### config.mk
export PLATFORM = sky130hd
export DESIGN_NAME = sir_rate_gen
export DESIGN_NICKNAME = d
export VERILOG_FILES = /design/src/sir_rate_gen.v
export VERILOG_INCLUDE_DIRS = /design/src /design/src/include
export SDC_FILE = /design/constraint.sdc
export NUM_CORES = 1
export LEC_CHECK = 0
export ABC_CLOCK_PERIOD_IN_PS = 2900
export BUFFER_PORTS_ARGS = -buffer_cell sky130_fd_sc_hd__buf_4
export CAP_MARGIN = 5
export CORE_MARGIN = 2
export CORE_UTILIZATION = 45
export DETAILED_ROUTE_END_ITERATION = 10
export PLACE_DENSITY = 0.71
export SLEW_MARGIN = 10
export SYNTH_ARGS = -nofsm -noshare
export SYNTH_HDL_FRONTEND = slang
export SYNTH_SLANG_ARGS = --single-unit
### constraint.sdc
create_clock -name i_clk_sys -period 2.9 [get_ports i_clk_sys]
set_clock_uncertainty 0.15 [all_clocks]
set_input_delay 0.145 -clock i_clk_sys [delete_from_list [all_inputs] [get_ports i_clk_sys]]
set_output_delay 0.145 -clock i_clk_sys [all_outputs]
set_load 0.03 [all_outputs]
### src/include/sir_regs.vh
// Purpose: Register offsets, field positions and reset values of the I2C rate generator.
// Assumes: Plain register port with word offsets as byte addresses.
// Notes:   Included by the rate generator design file only.
`ifndef SIR_REGS_VH
`define SIR_REGS_VH

// ==========================================================================
// Register offsets
// ==========================================================================
`define SIR_ADDR_W          8
`define SIR_OFF_PRESCALE    8'h00
`define SIR_OFF_MODE        8'h04
`define SIR_OFF_DIVISOR     8'h08
`define SIR_OFF_STATUS      8'h0c

// ==========================================================================
// Field positions and codes
// ==========================================================================
`define SIR_LOW_MSB         3
`define SIR_LOW_LSB         0
`define SIR_UP_MSB          7
`define SIR_UP_LSB          4
`define SIR_CKS_BIT         15
`define SIR_EN_BIT          0
`define SIR_DIV_MSB         15
`define SIR_DIV_LSB         9
`define SIR_CODE_EVENT      4'hf
`define SIR_CODE_MAX        4'hb

// ==========================================================================
// Reset values
// ==========================================================================
`define SIR_RST_PRESCALE    8'h00
`define SIR_RST_CKS         1'b0
`define SIR_RST_DIVISOR     7'h01
`define SIR_RST_ENABLE      1'b0

`endif

### src/sir_rate_gen.v
// Purpose: Operation clock enable and serial bit rate tick for one simplified I2C channel.
// Assumes: Single 200 MHz clock; timer interval event is a one-cycle pulse on the same clock.
//          The register port never waits; read data stand one cycle after the read strobe.
// Notes:   The operation clock is a one-cycle enable, not a derived clock.
//          Reserved prescale codes stop the operation clock instead of guessing a rate.
//          Start, address, data and stop sequencing live outside this block.
`timescale 1ns/1ps
`include "sir_regs.vh"

module sir_rate_gen (
    input  wire                    i_clk_sys,
    input  wire                    i_rst_b,
    input  wire [`SIR_ADDR_W-1:0]  i_addr,
    input  wire [15:0]             i_wdata,
    input  wire                    i_wr,
    input  wire                    i_rd,
    input  wire                    i_timer_interval_event,
    output reg  [15:0]             o_rdata,
    output reg                     o_channel_operation_clock,
    output reg                     o_bit_tick,
    output reg                     o_serial_clock
);

    // ======================================================================
    // State and decode signals
    // ======================================================================
    reg  [7:0]  prescale_select_reg;
    reg         clock_source_select;
    reg  [6:0]  rate_divisor;
    reg         channel_enable;
    reg  [10:0] prescale_count;
    reg  [3:0]  sel_code;
    reg  [6:0]  divide_count;
    reg         tick_phase;
    reg  [15:0] next_rdata;
    reg         next_op_clk;
    reg  [6:0]  next_divide_count;
    reg         next_tick_phase;
    reg         next_serial_clock;
    reg         next_bit_tick;
    wire [3:0]  next_sel_code;
    wire [10:0] low_ones;
    wire        wr_prescale;
    wire        wr_mode;
    wire        wr_divisor;
    wire        code_is_event;
    wire        code_is_divided;
    wire        half_done;
    genvar      g;

    // ======================================================================
    // Register writes
    // ======================================================================
    assign wr_prescale = i_wr && (i_addr == `SIR_OFF_PRESCALE);
    assign wr_mode     = i_wr && (i_addr == `SIR_OFF_MODE);
    assign wr_divisor  = i_wr && (i_addr == `SIR_OFF_DIVISOR);

    // Settings may be rewritten at any time; the channel does not fence them,
    // so software has to stop it before it moves the base clock.
    always @(posedge i_clk_sys) begin
        if (!i_rst_b) begin
            prescale_select_reg <= `SIR_RST_PRESCALE;
        end else if (wr_prescale) begin
            prescale_select_reg <= i_wdata[`SIR_UP_MSB:`SIR_LOW_LSB];
        end
    end

    always @(posedge i_clk_sys) begin
        if (!i_rst_b) begin
            clock_source_select <= `SIR_RST_CKS;
            channel_enable      <= `SIR_RST_ENABLE;
        end else if (wr_mode) begin
            clock_source_select <= i_wdata[`SIR_CKS_BIT];
            channel_enable      <= i_wdata[`SIR_EN_BIT];
        end
    end

    // A divisor of zero is stored as written: keeping it out is left to software.
    always @(posedge i_clk_sys) begin
        if (!i_rst_b) begin
            rate_divisor <= `SIR_RST_DIVISOR;
        end else if (wr_divisor) begin
            rate_divisor <= i_wdata[`SIR_DIV_MSB:`SIR_DIV_LSB];
        end
    end

    // ======================================================================
    // Register reads
    // ======================================================================
    always @* begin
        next_rdata = 16'h0000;
        if (i_rd) begin
            case (i_addr)
                `SIR_OFF_PRESCALE: next_rdata = {8'h00, prescale_select_reg};
                `SIR_OFF_MODE:     next_rdata = {clock_source_select, 14'h0000, channel_enable};
                `SIR_OFF_DIVISOR:  next_rdata = {rate_divisor, 9'h000};
                `SIR_OFF_STATUS:   next_rdata = {13'h0000, code_is_event, tick_phase, channel_enable};
                default:           next_rdata = 16'h0000;
            endcase
        end
    end

    // Read data stand one cycle behind the read strobe, for as long as it is held, and then return to zero.
    always @(posedge i_clk_sys) begin
        if (!i_rst_b) begin
            o_rdata <= 16'h0000;
        end else begin
            o_rdata <= next_rdata;
        end
    end

    // ======================================================================
    // Operation clock selection
    // ======================================================================
    assign next_sel_code = clock_source_select ? prescale_select_reg[`SIR_UP_MSB:`SIR_UP_LSB]
                                               : prescale_select_reg[`SIR_LOW_MSB:`SIR_LOW_LSB];

    // The code is registered so that the selection below sees one stable value per cycle.
    always @(posedge i_clk_sys) begin
        if (!i_rst_b) begin
            sel_code <= 4'h0;
        end else begin
            sel_code <= next_sel_code;
        end
    end

    assign code_is_event   = (sel_code == `SIR_CODE_EVENT);
    assign code_is_divided = (sel_code <= `SIR_CODE_MAX);

    // The prescaler runs freely, so a new code takes effect at once; the price is
    // that the first operation clock after a change may come early.
    always @(posedge i_clk_sys) begin
        if (!i_rst_b) begin
            prescale_count <= 11'h000;
        end else begin
            prescale_count <= prescale_count + 11'h001;
        end
    end

    // Bit g counts as one when it lies at or above the code; a division by 2^code
    // then fires when all eleven bits agree.
    generate
        for (g = 0; g < 11; g = g + 1) begin : gen_low_ones
            assign low_ones[g] = (g >= sel_code) || prescale_count[g];
        end
    endgenerate

    // Reserved codes 12 to 14 fall through both branches and give no clock.
    always @* begin
        next_op_clk = 1'b0;
        if (code_is_event) begin
            next_op_clk = i_timer_interval_event;
        end else if (code_is_divided) begin
            next_op_clk = &low_ones;
        end
    end

    // ======================================================================
    // Operation clock output
    // ======================================================================
    // Gated by the enable so that a stopped channel shows no clock at all.
    always @(posedge i_clk_sys) begin
        if (!i_rst_b) begin
            o_channel_operation_clock <= 1'b0;
        end else begin
            o_channel_operation_clock <= next_op_clk & channel_enable;
        end
    end

    // ======================================================================
    // Bit rate divider
    // ======================================================================
    // Each half period spans divisor plus one operation clocks, so a full bit
    // takes twice that; a divisor of zero would break the quarter-rate limit.
    assign half_done = (divide_count >= rate_divisor);

    always @* begin
        next_divide_count = divide_count;
        next_tick_phase   = tick_phase;
        next_serial_clock = o_serial_clock;
        next_bit_tick     = 1'b0;
        if (o_channel_operation_clock) begin
            if (half_done) begin
                next_divide_count = 7'h00;
                next_tick_phase   = ~tick_phase;
                next_serial_clock = tick_phase;
                next_bit_tick     = tick_phase;
            end else begin
                next_divide_count = divide_count + 7'h01;
            end
        end
    end

    // Disabling the channel parks the serial clock high and restarts the count.
    always @(posedge i_clk_sys) begin
        if (!i_rst_b || !channel_enable) begin
            divide_count   <= 7'h00;
            tick_phase     <= 1'b0;
            o_bit_tick     <= 1'b0;
            o_serial_clock <= 1'b1;
        end else begin
            divide_count   <= next_divide_count;
            tick_phase     <= next_tick_phase;
            o_bit_tick     <= next_bit_tick;
            o_serial_clock <= next_serial_clock;
        end
    end

endmodule

# == Yosys cells after proc, flatten, opt, wreduce, memory -nomap -nowiden ==
# Cells that the tools add are included.
# Widths: inputs -> output; s select.
# op_classes
add_sub_neg,2
n_lt_le_gt_ge,13
eq_ne,4
n_mux,5
bitwise_logic,4
reduce_logical,22
# op_table
op,count
$pmux 16 s4,1
$eq 8x4->1 const B,2
$ge 3x4->1 const A,4
$ge 4x4->1 const A,3
$logic_or 1x1->1,12
$add 11x1->11 const B,1
$reduce_and 11->1,1
$eq 8x3->1 const B,1
$ge 1x4->1 const A,2
$ge 2x4->1 const A,2
$logic_not 8->1,1
$add 7x1->7 const B,1
$ge 7x7->1,1
$mux 7,1
$eq 4x4->1 const B,1
$le 4x4->1 const B,1
$mux 4,1
$reduce_and 2->1,2
$logic_and 1x1->1,3
$not 1->1,3
$reduce_or 3->1,1
$logic_not 1->1,2
$mux 1,2
$and 1x1->1,1
# word_totals
register_bits,59
inputBits,29
output_inout_bits,19
elab_cells,62

# == Logic depth before layout (Yosys ltp) ==
# Gate-level depths: netlist (run 1).
# depth
ltp_word,6
ltp_mapped,6
mapped_depth_nobuf,6

# == Worst setup path before layout (run 1) ==
# No wires, ideal clock.
# synth_timing
kind,flip-flop to flip-flop
startpoint,reg rate_divisor[6]
endpoint,reg divide_count[0]
setup_time_ns,0.134
arrival_ns,1.424
required_ns,2.616
setup_slack_ns,1.192
stages_incl_launch_ff,7
n_path_buf,0
period_less_slack_ns,1.708
path_cell_list,dfxtp_1 -> inv_1 -> ha_1 -> and3_1 -> o2111ai_1 -> o2111ai_1 -> nor2_1
# synth_between
elab_chain_cells,2
# synth_rtl
item,line_no,rtl
start: declaration,sir_rate_gen.v:29,reg [6:0] rate_divisor;
start signal: assignment,sir_rate_gen.v:81,rate_divisor <= `SIR_RST_DIVISOR;
start signal: assignment,sir_rate_gen.v:83,rate_divisor <= i_wdata[`SIR_DIV_MSB:`SIR_DIV_LSB];
$ge 7x7->1,sir_rate_gen.v:175,assign half_done = (divide_count >= rate_divisor);
$mux 7,sir_rate_gen.v:183,if (half_done) begin
end signal: assignment,sir_rate_gen.v:202,divide_count <= next_divide_count;
end: declaration,sir_rate_gen.v:33,reg [6:0] divide_count;
# No other way between the ends.
# A chain may end at the register's enable or synchronous reset.

# == Worst setup path after layout (run 1) ==
# layout_timing
startpoint,in i_addr[3]
endpoint,reg o_rdata[1]
# layout_between
elab_chain_cells,2
word_cells_on_any_way,5
cone_classes,3 x eq/ne; 1 x mux; 1 x reduce/logical
# layout_rtl
item,line_no,rtl
start: declaration,sir_rate_gen.v:13,"input wire [`SIR_ADDR_W-1:0] i_addr,"
$eq 8x4->1 (tied with other cells),sir_rate_gen.v:93,case (i_addr)
$pmux 16 s4 *,sir_rate_gen.v:93,
end signal: assignment,sir_rate_gen.v:108,o_rdata <= next_rdata;
end: declaration,sir_rate_gen.v:18,"output reg [15:0] o_rdata,"
# Mark *: on every way between the ends. The rest lies on a longest branch, timed or not.

==> summary.txt, run 1 <==
Logic synthesis
  • Largest family of logic cells by synthesized area: simple AND/OR/NAND/NOR gates
  • Register area share after synthesis: 46.3%
  • Mux cell area share after synthesis: a little under a tenth
  • Mapped Cells: 250
  • Cell area after synthesis: 0.00251 mm2
  • Average cell area after synthesis: 10.0 um2
  • Post-synth EDFFs: 0
  • Main synth FF type: dfxtp_1
  • Post-Syn Nets: 288
  • Complex-gate fraction of the synthesized area: 5.04%
  • Cell variety after synth: 38
  • Asr flop ratio synth: 0%
  • Ys Warns: 0
  • Post-Synth XOR/XNOR Area: 5.24%
  • Synth Area in Adders: 4.49%
  • Number of synthesized register bits: 58
  • Area share of and/or/nand/nor cells after synthesis: 26.2%

Routing
  • First-pass DRT Iterations: 4
  • Routed Wire Length: 4.85 mm
  • Post-route ant nets: 0
  • WL per Instance: ~12 um
  • Initial DRC count: between 100 and 150
  • DR DRC count: 0
  • Vias/cell: about 4.8
  • Via count: 1899

STA
  • Worst slew pin tran: 0.621 ns
  • Final setup viols: 0
  • Hold WS: 0.00710 ns
  • Post-layout min period: 2.00 ns
  • Setup TNS: 0 ns
  • Peak Freq: between 400 and 500 MHz
  • Hold Fails Final Rpt: 0
  • Final period util: between 60 and 70%
  • Slew Limit Fails: 0
  • Slew Limit Headroom: 58.6%
  • RSZ-0062 raised after global routing: no

Critical path
  • Type of origin of the critical path: input port
  • Worst reg-to-reg path cell count: 6
  • Kind of end point of the critical path: flop
  • WP data arrival: between 2 and 2.5 ns
  • Worst setup path class: in2reg
  • Worst R2R End: divide_count[6]
  • Worst-path fanout max: 8
  • Worst EP required: 3.03 ns
  • Reg2Reg Setup Slack: 0.90 ns
  • R2r startpoint: divide_count[0]

Min path
  • Hold EP: rate_divisor[0]
  • Worst Min Path Start: i_rst_b
  • Hold Path Cell Cnt: 2
  • Hold Crit Class: in2reg

Clocking
  • Clock root buffer: clkbuf_8
  • Later-pin clock latency in the skew report: 0.34 ns
  • Worst-path clk slew: 0.07 ns
  • TritonCTS clock tree: yes
  • Number of H-tree levels: 3
  • Longest Clk Path Bufs: 2
  • CTS Buf Count: 9
  • Clock Sink Count: 58

Placed design
  • PortBufs: 45
  • Post-placement cell area: 0.00290 mm2
  • GPL Wtd Cong: 0.821
  • DP HPWL: about 3.3 mm
  • Cell count after placement: 359

Layout
  • Area occupied by multi-input gates: roughly 0.0013 mm2
  • Syn-to-layout area delta: 31.0%
  • Total Nets Final: ~360
  • Max FFs per register: 15
  • Commonest cells after routing, fill and taps aside: dfxtp_1 (58), buf_4 (45), nor2b_1 (24), mux2i_1 (24), and2_1 (21)
  • Most common cell after layout, fill and taps aside: dfxtp_1
  • Fillers: 470
  • Post-route cell area: 0.00329 mm2
  • Antenna diode count: 0
  • Sequential cell area: 0.00116 mm2
  • Final core utilization: about three fifths
  • Share of cells above drive strength 1: around 21%
  • Non-Filler Instances: between 300 and 400

Global route
  • Congestion Overflow GR: 0
  • Largest net degree at the start of global routing: 38
  • First-pass GRT wire length: around 8.4 mm
  • Number of global-route vias before repair: 1818
  • Antenna violations before repair: 0
  • Global-route total usage across every layer: 17.7%

Die
  • Die Ht: 78.7 um
  • Die X: 78.7 um
  • Die area: 0.00619 mm2
  • Initial cell density of the core: 46.1%
  • Number of I/O pins: 48
  • CORE AREA: 0.00544 mm2
  • Rows: 27

Power and ir drop
  • Peak VDD IR: 0.000348 V
  • PwrDens: 492 mW/mm2
  • Leak: 0.00137 uW

Status
  • Status: complete, no violations

Run
  • Max-capacitance violation count: 0
[kinds of logic (layout without fill, tap and decap cells)]
kind of cell / Yosys count / after routing
adder cells (fa/ha/maj): 9 / 9
XOR/XNOR: 15 / 15
AO/OA/AOI/OAI: 18 / 18
buffers and inverters: 19 / 91
flip-flops: 58 / 58
AND/OR/NAND/NOR: 106 / 106
multiplexers: 24 / 24
other: 1 / 1
[layer usage]
metal / global-route usage, % / wire length [um] / vias to the layer above
met2: 27.0 / 2180 / 55
met1: 22.2 / 2330 / 855
met3: 7.47 / 288 / 6
met4: 6.49 / 59 / 0
li1: - / - / 983
met5: 0 / 0 / -
[synth_stat cells, types with 2 or more instances]
cell / instances / area, um2
nand4_1: 8 / 50.1
inv_1: 11 / 41.3
nand4_4: 3 / 63.8
nand2_1: 12 / 45.0
and2_1: 21 / 131
and4_1: 2 / 17.5
nor2b_1: 24 / 150
nand3_1: 7 / 35.0
nor2_1: 20 / 75.1
xor2_1: 5 / 43.8
and3_1: 2 / 12.5
nand2b_1: 2 / 12.5
xnor2_1: 10 / 87.6
clkbuf_1: 6 / 22.5
dfxtp_1: 58 / 1160
mux2i_1: 24 / 240
o2111ai_1: 2 / 17.5
ha_1: 9 / 113
a21oi_1: 5 / 25.0
[critical path, cell delays in order]
cell and delay [ns]:
dlygate4sd3_1 0.52, buf_4 0.15, nand3_1 0.07, dlygate4sd3_1 0.56, a21oi_1 0.13, dlygate4sd3_1 0.56
[area by class of cell]
class	count	area share [%]
clock buffer	9	3.77
clock inverter	7	2.13
inverter	11	1.26
multi-input combinational	173	38.7
sequential	58	35.3
tap	72	2.74
timing repair buffer	64	16.1
[worst max path at each step]
stage | slack (ns) | endpoint | from
floorplan | 1.19 | divide_count[0] | rate_divisor[6]
global placement | 0.94 | divide_count[5] | rate_divisor[6]
global route | 0.65 | divide_count[6] | divide_count[0]
CTS | 0.87 | divide_count[6] | divide_count[0]
detailed placement | 0.90 | divide_count[5] | divide_count[0]
finish | 0.90 | o_rdata[1] | i_addr[3]
[what timing repair did]
action / CTS / global route
buffers inserted: 0 / 0
hold buffers: 19 / 0
hold endpoints to repair: 19 / 0
gates resized for setup: 0 / 0
[report_power, final]
| group | internal, uW | switching [uW] | leakage (uW) | total [uW] |
|---|---|---|---|---|
| combinational | 49.7 | 32.1 | 0.000812 | 81.8 |
| sequential | 800 | 5.09 | 0.000468 | 805 |
| clock | 392 | 338 | 0.0000873 | 731 |
| total | 1240 | 375 | 0.00137 | 1620 |
[metrics by stage]
stage	worst slack (ns)	total power [uW]
finish	0.899	1620
global route	0.647	1680
floorplan	1.19	851
detailed placement	0.898	888
global placement	0.935	887
CTS	0.867	1630
(Power assumes the default switching activity.)
==> run 2: changes to the inputs <==
Settings changed: ABC_CLOCK_PERIOD_IN_PS 2900 to 1990.
Clock period 2.9 ns to 1.99 ns, I/O delays scaled along.
==> summary.txt, run 2 (synthesized netlist as in run 1, its figures left out) <==
Status
  • Status: complete, no violations

Critical path
  • Type of origin of the critical path: flop
  • Slowest stage cell, crit path: dlygate4sd3_1
  • Kind of end point of the critical path: flop
  • Worst setup path class: reg2reg
  • Most common cell on crit path: dlygate4sd3_1
  • Worst-path fanout max: 4
  • Worst EP required: 2.12 ns
  • CP max stage delay: 0.58 ns
  • CP delay by family, top: buffers and inverters
  • WP data arrival: 2.05 ns
  • CP Cell Sequence: nand3_1, dlygate4sd3_1, a21oi_1, dlygate4sd3_1
  • Critical path buffer and inverter count: 2

Global route
  • Largest net degree at the start of global routing: 21
  • Global-route total usage across every layer: 18.3%
  • Congestion Overflow GR: 0
  • Antenna violations before repair: 0
  • First-pass GRT wire length: 8.63 mm
  • Number of global-route vias before repair: 1924

Clocking
  • Number of H-tree levels: 3
  • Worst-path clk slew: 0.07 ns
  • CTS Buf Count: 9
  • Clock Sink Count: 58
  • Later-pin clock latency in the skew report: 0.34 ns
  • Clock root buffer: clkbuf_8
  • Postcts setup bufs: 0
  • TritonCTS clock tree: yes
  • Longest Clk Path Bufs: 2

Die
  • CORE AREA: between 0.005 and 0.006 mm2
  • Initial cell density of the core: a little under half
  • Die area: 0.00619 mm2
  • Rows: 27
  • Die Ht: 78.7 um
  • Die X: 78.7 um
  • Number of I/O pins: 48

Routing
  • DR DRC count: 0
  • First-pass DRT Iterations: 4
  • Initial DRC count: 99
  • Vias/cell: 4.80
  • Via count: 1969
  • Routed Wire Length: 5.09 mm
  • WL per Instance: approximately 12 um
  • Post-route ant nets: 0

Placed design
  • Post-placement cell area: ~0.003 mm2
  • DP HPWL: 3.36 mm
  • GPL Wtd Cong: 0.809
  • PortBufs: 45

Layout
  • Post-route cell area: between 0.003 and 0.004 mm2
  • Antenna diode count: 0
  • Syn-to-layout area delta: 37.2%
  • Share of cells above drive strength 1: 22.2%
  • Max FFs per register: 15
  • Final core utilization: 63.3%
  • Fillers: 438
  • Area occupied by multi-input gates: 0.00127 mm2
  • Most common cell after layout, fill and taps aside: dfxtp_1
  • Sequential cell area: around 0.0012 mm2
  • Commonest cells after routing, fill and taps aside: dfxtp_1 (57), buf_4 (51), dlygate4sd3_1 (30)
  • Total Nets Final: 372

Power and ir drop
  • PwrDens: approximately 690 mW/mm2
  • Peak VDD IR: 0.000506 V
  • Leak: 0.00146 uW

STA
  • Post-layout min period: 1.92 ns
  • Setup TNS: 0 ns
  • Final period util: 96.4%
  • RSZ-0062 raised after global routing: no
  • Peak Freq: 521 MHz
  • Final setup viols: 0
  • Slew Limit Fails: 0
  • Hold Fails Final Rpt: 0

Min path
  • Hold Crit Class: in2reg

Run
  • Max-capacitance violation count: 0
-- run 2: changes by cell type in the layout (fill, tap and decap cells not counted), sizes merged --
cell	previous run	this run
buf	45	51
clkinvlp	4	2
dlygate4sd3	19	30
clkbuf	9	10
-- run 2: report_power, final --
| part | leakage, uW | total, uW | internal (uW) | switching, uW |
|---|---|---|---|---|
| clock | 0.0000941 | 1060 | 600 | 464 |
| sequential | 0.000468 | 1170 | 1170 | 7.66 |
| combinational | 0.000901 | 127 | 78.5 | 48.6 |
-- run 2: path summary, 6_finish.rpt --
check | slack (ns) | depth (start not counted) | to | startpoint
worst max-delay path | 0.07 | 4 | o_rdata[1] | tick_phase
worst min-delay path | 0.009 | 3 | o_rdata[6] | i_addr[3]
worst max register to register | 0.07 | 4 | o_rdata[1] | tick_phase
worst min register to register | 0.33 | 1 | o_rdata[13] | rate_divisor[4]
-- run 2: area by class of cell --
class	instances	area share [%]
repair buffers	81	19.9
multi-input cells	173	36.9
clock buffers	10	4.00
inverters	11	1.20
flip-flops and latches	58	33.8
well taps	72	2.62
clock inverters	5	1.60
-- run 2: repair_timing --
item,4_1_cts,5_1_grt
hold buffers,31,0
hold endpoints to repair,29,0
endpoints found under the setup margin,0,1
gates resized for setup,0,1
-- run 2: per-layer routing --
layer	global-route usage, %	wire [um]
met1	21.9	2370
met2	29.7	2360
met3	7.24	303
met4	6.32	65
met5	0	0
-- run 2: worst min-delay path, stage by stage --
cell and delay, ns:
buf_4 0.13, nor3_2 0.08, and2_1 0.15
-- run 2: metrics by stage --
| step | instances | total power [uW] | hold slack, ns | worst slack [ns] |
|---|---|---|---|---|
| floorplan | 250 | 1240 | 0.0746 | 0.282 |
| global placement | 365 | 1300 | 0.170 | 0.256 |
| detailed placement | 365 | 1300 | 0.180 | 0.259 |
| CTS | 411 | 2390 | 0.000664 | 0.0266 |
| global route | 410 | 2460 | 0.0225 | 0.0136 |
| finish | 410 | 2370 | 0.00935 | 0.0724 |
==> run 3: changes to the inputs <==
Settings changed: RECOVER_POWER set to 50.
==> summary.txt, run 3 (synthesized netlist as in run 1, its figures left out) <==
Status
  • Status: complete, no violations

Die
  • CORE AREA: 0.00544 mm2
  • Initial cell density of the core: 46.1%
  • Rows: 27
  • Die Ht: between 70 and 80 um
  • Number of I/O pins: 48
  • Die X: between 70 and 80 um
  • Die area: 0.00619 mm2

Clocking
  • Later-pin clock latency in the skew report: ~0.34 ns
  • Longest Clk Path Bufs: 2
  • Clock Sink Count: between 50 and 60
  • Worst-path clk slew: approximately 0.07 ns
  • Number of H-tree levels: 3
  • TritonCTS clock tree: yes
  • Clock root buffer: clkbuf_8
  • CTS Buf Count: 9

Power and ir drop
  • Combinational fraction of design power: 5.3%
  • Peak VDD IR: 0.000506 V
  • Power Internal: 1840 uW
  • Clk network pwr share: 45.1%
  • Sequential power share: 49.7%
  • Leak: 0.00138 uW
  • PwrDens: 704 mW/mm2
  • Switch share: 22.1%
  • P_sw: roughly 520 uW

Global route
  • Number of global-route vias before repair: 1924
  • Antenna violations before repair: 0
  • Largest net degree at the start of global routing: 21
  • Congestion Overflow GR: 0
  • First-pass GRT wire length: between 8 and 9 mm
  • Global-route total usage across every layer: 18.3%

Placed design
  • PortBufs: 45
  • Pre-CTS setup slack: 0.259 ns
  • DP HPWL: around 3.4 mm
  • GPL Wtd Cong: 0.809

Layout
  • Area occupied by multi-input gates: about 0.0013 mm2
  • Total Nets Final: approximately 370
  • Antenna diode count: 0
  • Sequential cell area: between 0.001 and 0.0015 mm2
  • Commonest cells after routing, fill and taps aside: dfxtp_1 (57), dlygate4sd3_1 (30), buf_4 (30)
  • Most common cell after layout, fill and taps aside: dfxtp_1
  • Syn-to-layout area delta: 33.9%
  • Max FFs per register: 15
  • Share of cells above drive strength 1: 16.0%
  • Fillers: 468

STA
  • Post-layout min period: about 1.9 ns
  • Setup TNS: 0 ns
  • Worst slew pin tran: 0.565 ns
  • Peak Freq: 524 MHz
  • Final period util: 95.8%
  • Slew Limit Headroom: about 62%
  • Slew Limit Fails: 0
  • RSZ-0062 raised after global routing: no
  • Final Worst Setup Slack: 0.0827 ns
  • Hold Fails Final Rpt: 0
  • Final setup viols: 0

Routing
  • WL per Instance: between 10 and 15 um
  • Vias/cell: around 4.8
  • Post-route ant nets: 0
  • DR DRC count: 0
  • Routed Wire Length: 5.11 mm
  • First-pass DRT Iterations: 4
  • Via count: 1950
  • Initial DRC count: 85

Critical path
  • Reg2Reg Setup Slack: 0.08 ns
  • Type of origin of the critical path: flop
  • Most common cell on crit path: dlygate4sd3_1
  • R2r startpoint: tick_phase
  • Worst setup path class: reg2reg
  • WP data arrival: 2.04 ns
  • Kind of end point of the critical path: flop
  • Worst EP required: 2.12 ns
  • Worst R2R End: o_rdata[1]
  • Worst reg-to-reg path cell count: 4
  • CP max stage delay: 0.57 ns
  • CP Cell Sequence: nand3_1, dlygate4sd3_1, a21oi_1, dlygate4sd3_1
  • Critical Path End: o_rdata[1]
  • CP Launch Point: tick_phase
  • Worst-path fanout max: 4
  • Slowest stage cell, crit path: dlygate4sd3_1

Min path
  • Hold Crit Class: in2reg

Run
  • Max-capacitance violation count: 0
## run 3: cell types whose count changed in the layout (fill, tap and decap cells not counted), sizes merged
cell	change
clkbuf	+21
buf	-21
## run 3: layer usage
metal	vias to the layer above	track usage, %	share of wire [%]
li1	1012	-	-
met1	871	21.9	47
met2	58	29.7	46
met3	9	7.24	6.1
met4	0	6.32	1.3
met5	-	0	0
## run 3: what timing repair did
| item | CTS | global route |
|---|---|---|
| resized for setup | 0 | 1 |
| hold endpoints to repair | 29 | 0 |
| setup endpoints to repair | 0 | 1 |
| setup buffers | 0 | 0 |
| hold buffers | 31 | 0 |
## run 3: layout make-up
type | instances | area share [%]
repair buffers | 81 | 18.0
clock inverters | 5 | 1.64
well taps | 72 | 2.68
clock buffers | 10 | 4.10
flip-flops and latches | 58 | 34.6
inverters | 11 | 1.23
multi-input cells | 173 | 37.7
## run 3: per-stage QoR
step	utilization, %	instance area (um2)	total power [uW]	hold slack, ns	std cells
after floorplan	-	2510	1240	0.0746	250
after global placement	54.2	2950	1300	0.170	365
after detailed placement	54.2	2950	1300	0.180	365
after CTS	63.4	3450	2390	0.000664	411
after global routing	61.7	3360	2460	0.0170	410
final	61.7	3360	2360	0.0189	410
## run 3: how the worst min path moves through the flow
stage / startpoint / endpoint / slack [ns] / depth (start not counted)
after global placement: i_wdata[9] / rate_divisor[0] / 0.17 / 3
after detailed placement: i_wdata[9] / rate_divisor[0] / 0.18 / 3
after CTS: i_addr[3] / o_rdata[2] / 0.0007 / 5
after global routing: i_addr[2] / o_rdata[9] / 0.02 / 3
final: i_addr[2] / o_rdata[14] / 0.02 / 3
after floorplan: i_wdata[9] / rate_divisor[0] / 0.07 / 2
## run 3: worst max-delay path: cells and delay by family (launching register included)
family	cells	cell delay, ns
AOI/OAI and AO/OA	1	0.16
buffers and inverters	2	1.12
and+or+nand+nor	1	0.06
DFF	1	0.35
## run 3: power by group through the flow
| stage | Combinational [uW] | Clock [uW] | Sequential [uW] |
|---|---|---|---|
| 3_5_place_dp | 96.8 | 0 | 1200 |
| 2_1_floorplan | 41.7 | 0 | 1200 |
| 6_report | 125 | 1070 | 1170 |
| 4_1_cts | 128 | 1090 | 1170 |
| 5_1_grt | 135 | 1150 | 1170 |
| 3_3_place_gp | 96.0 | 0 | 1200 |
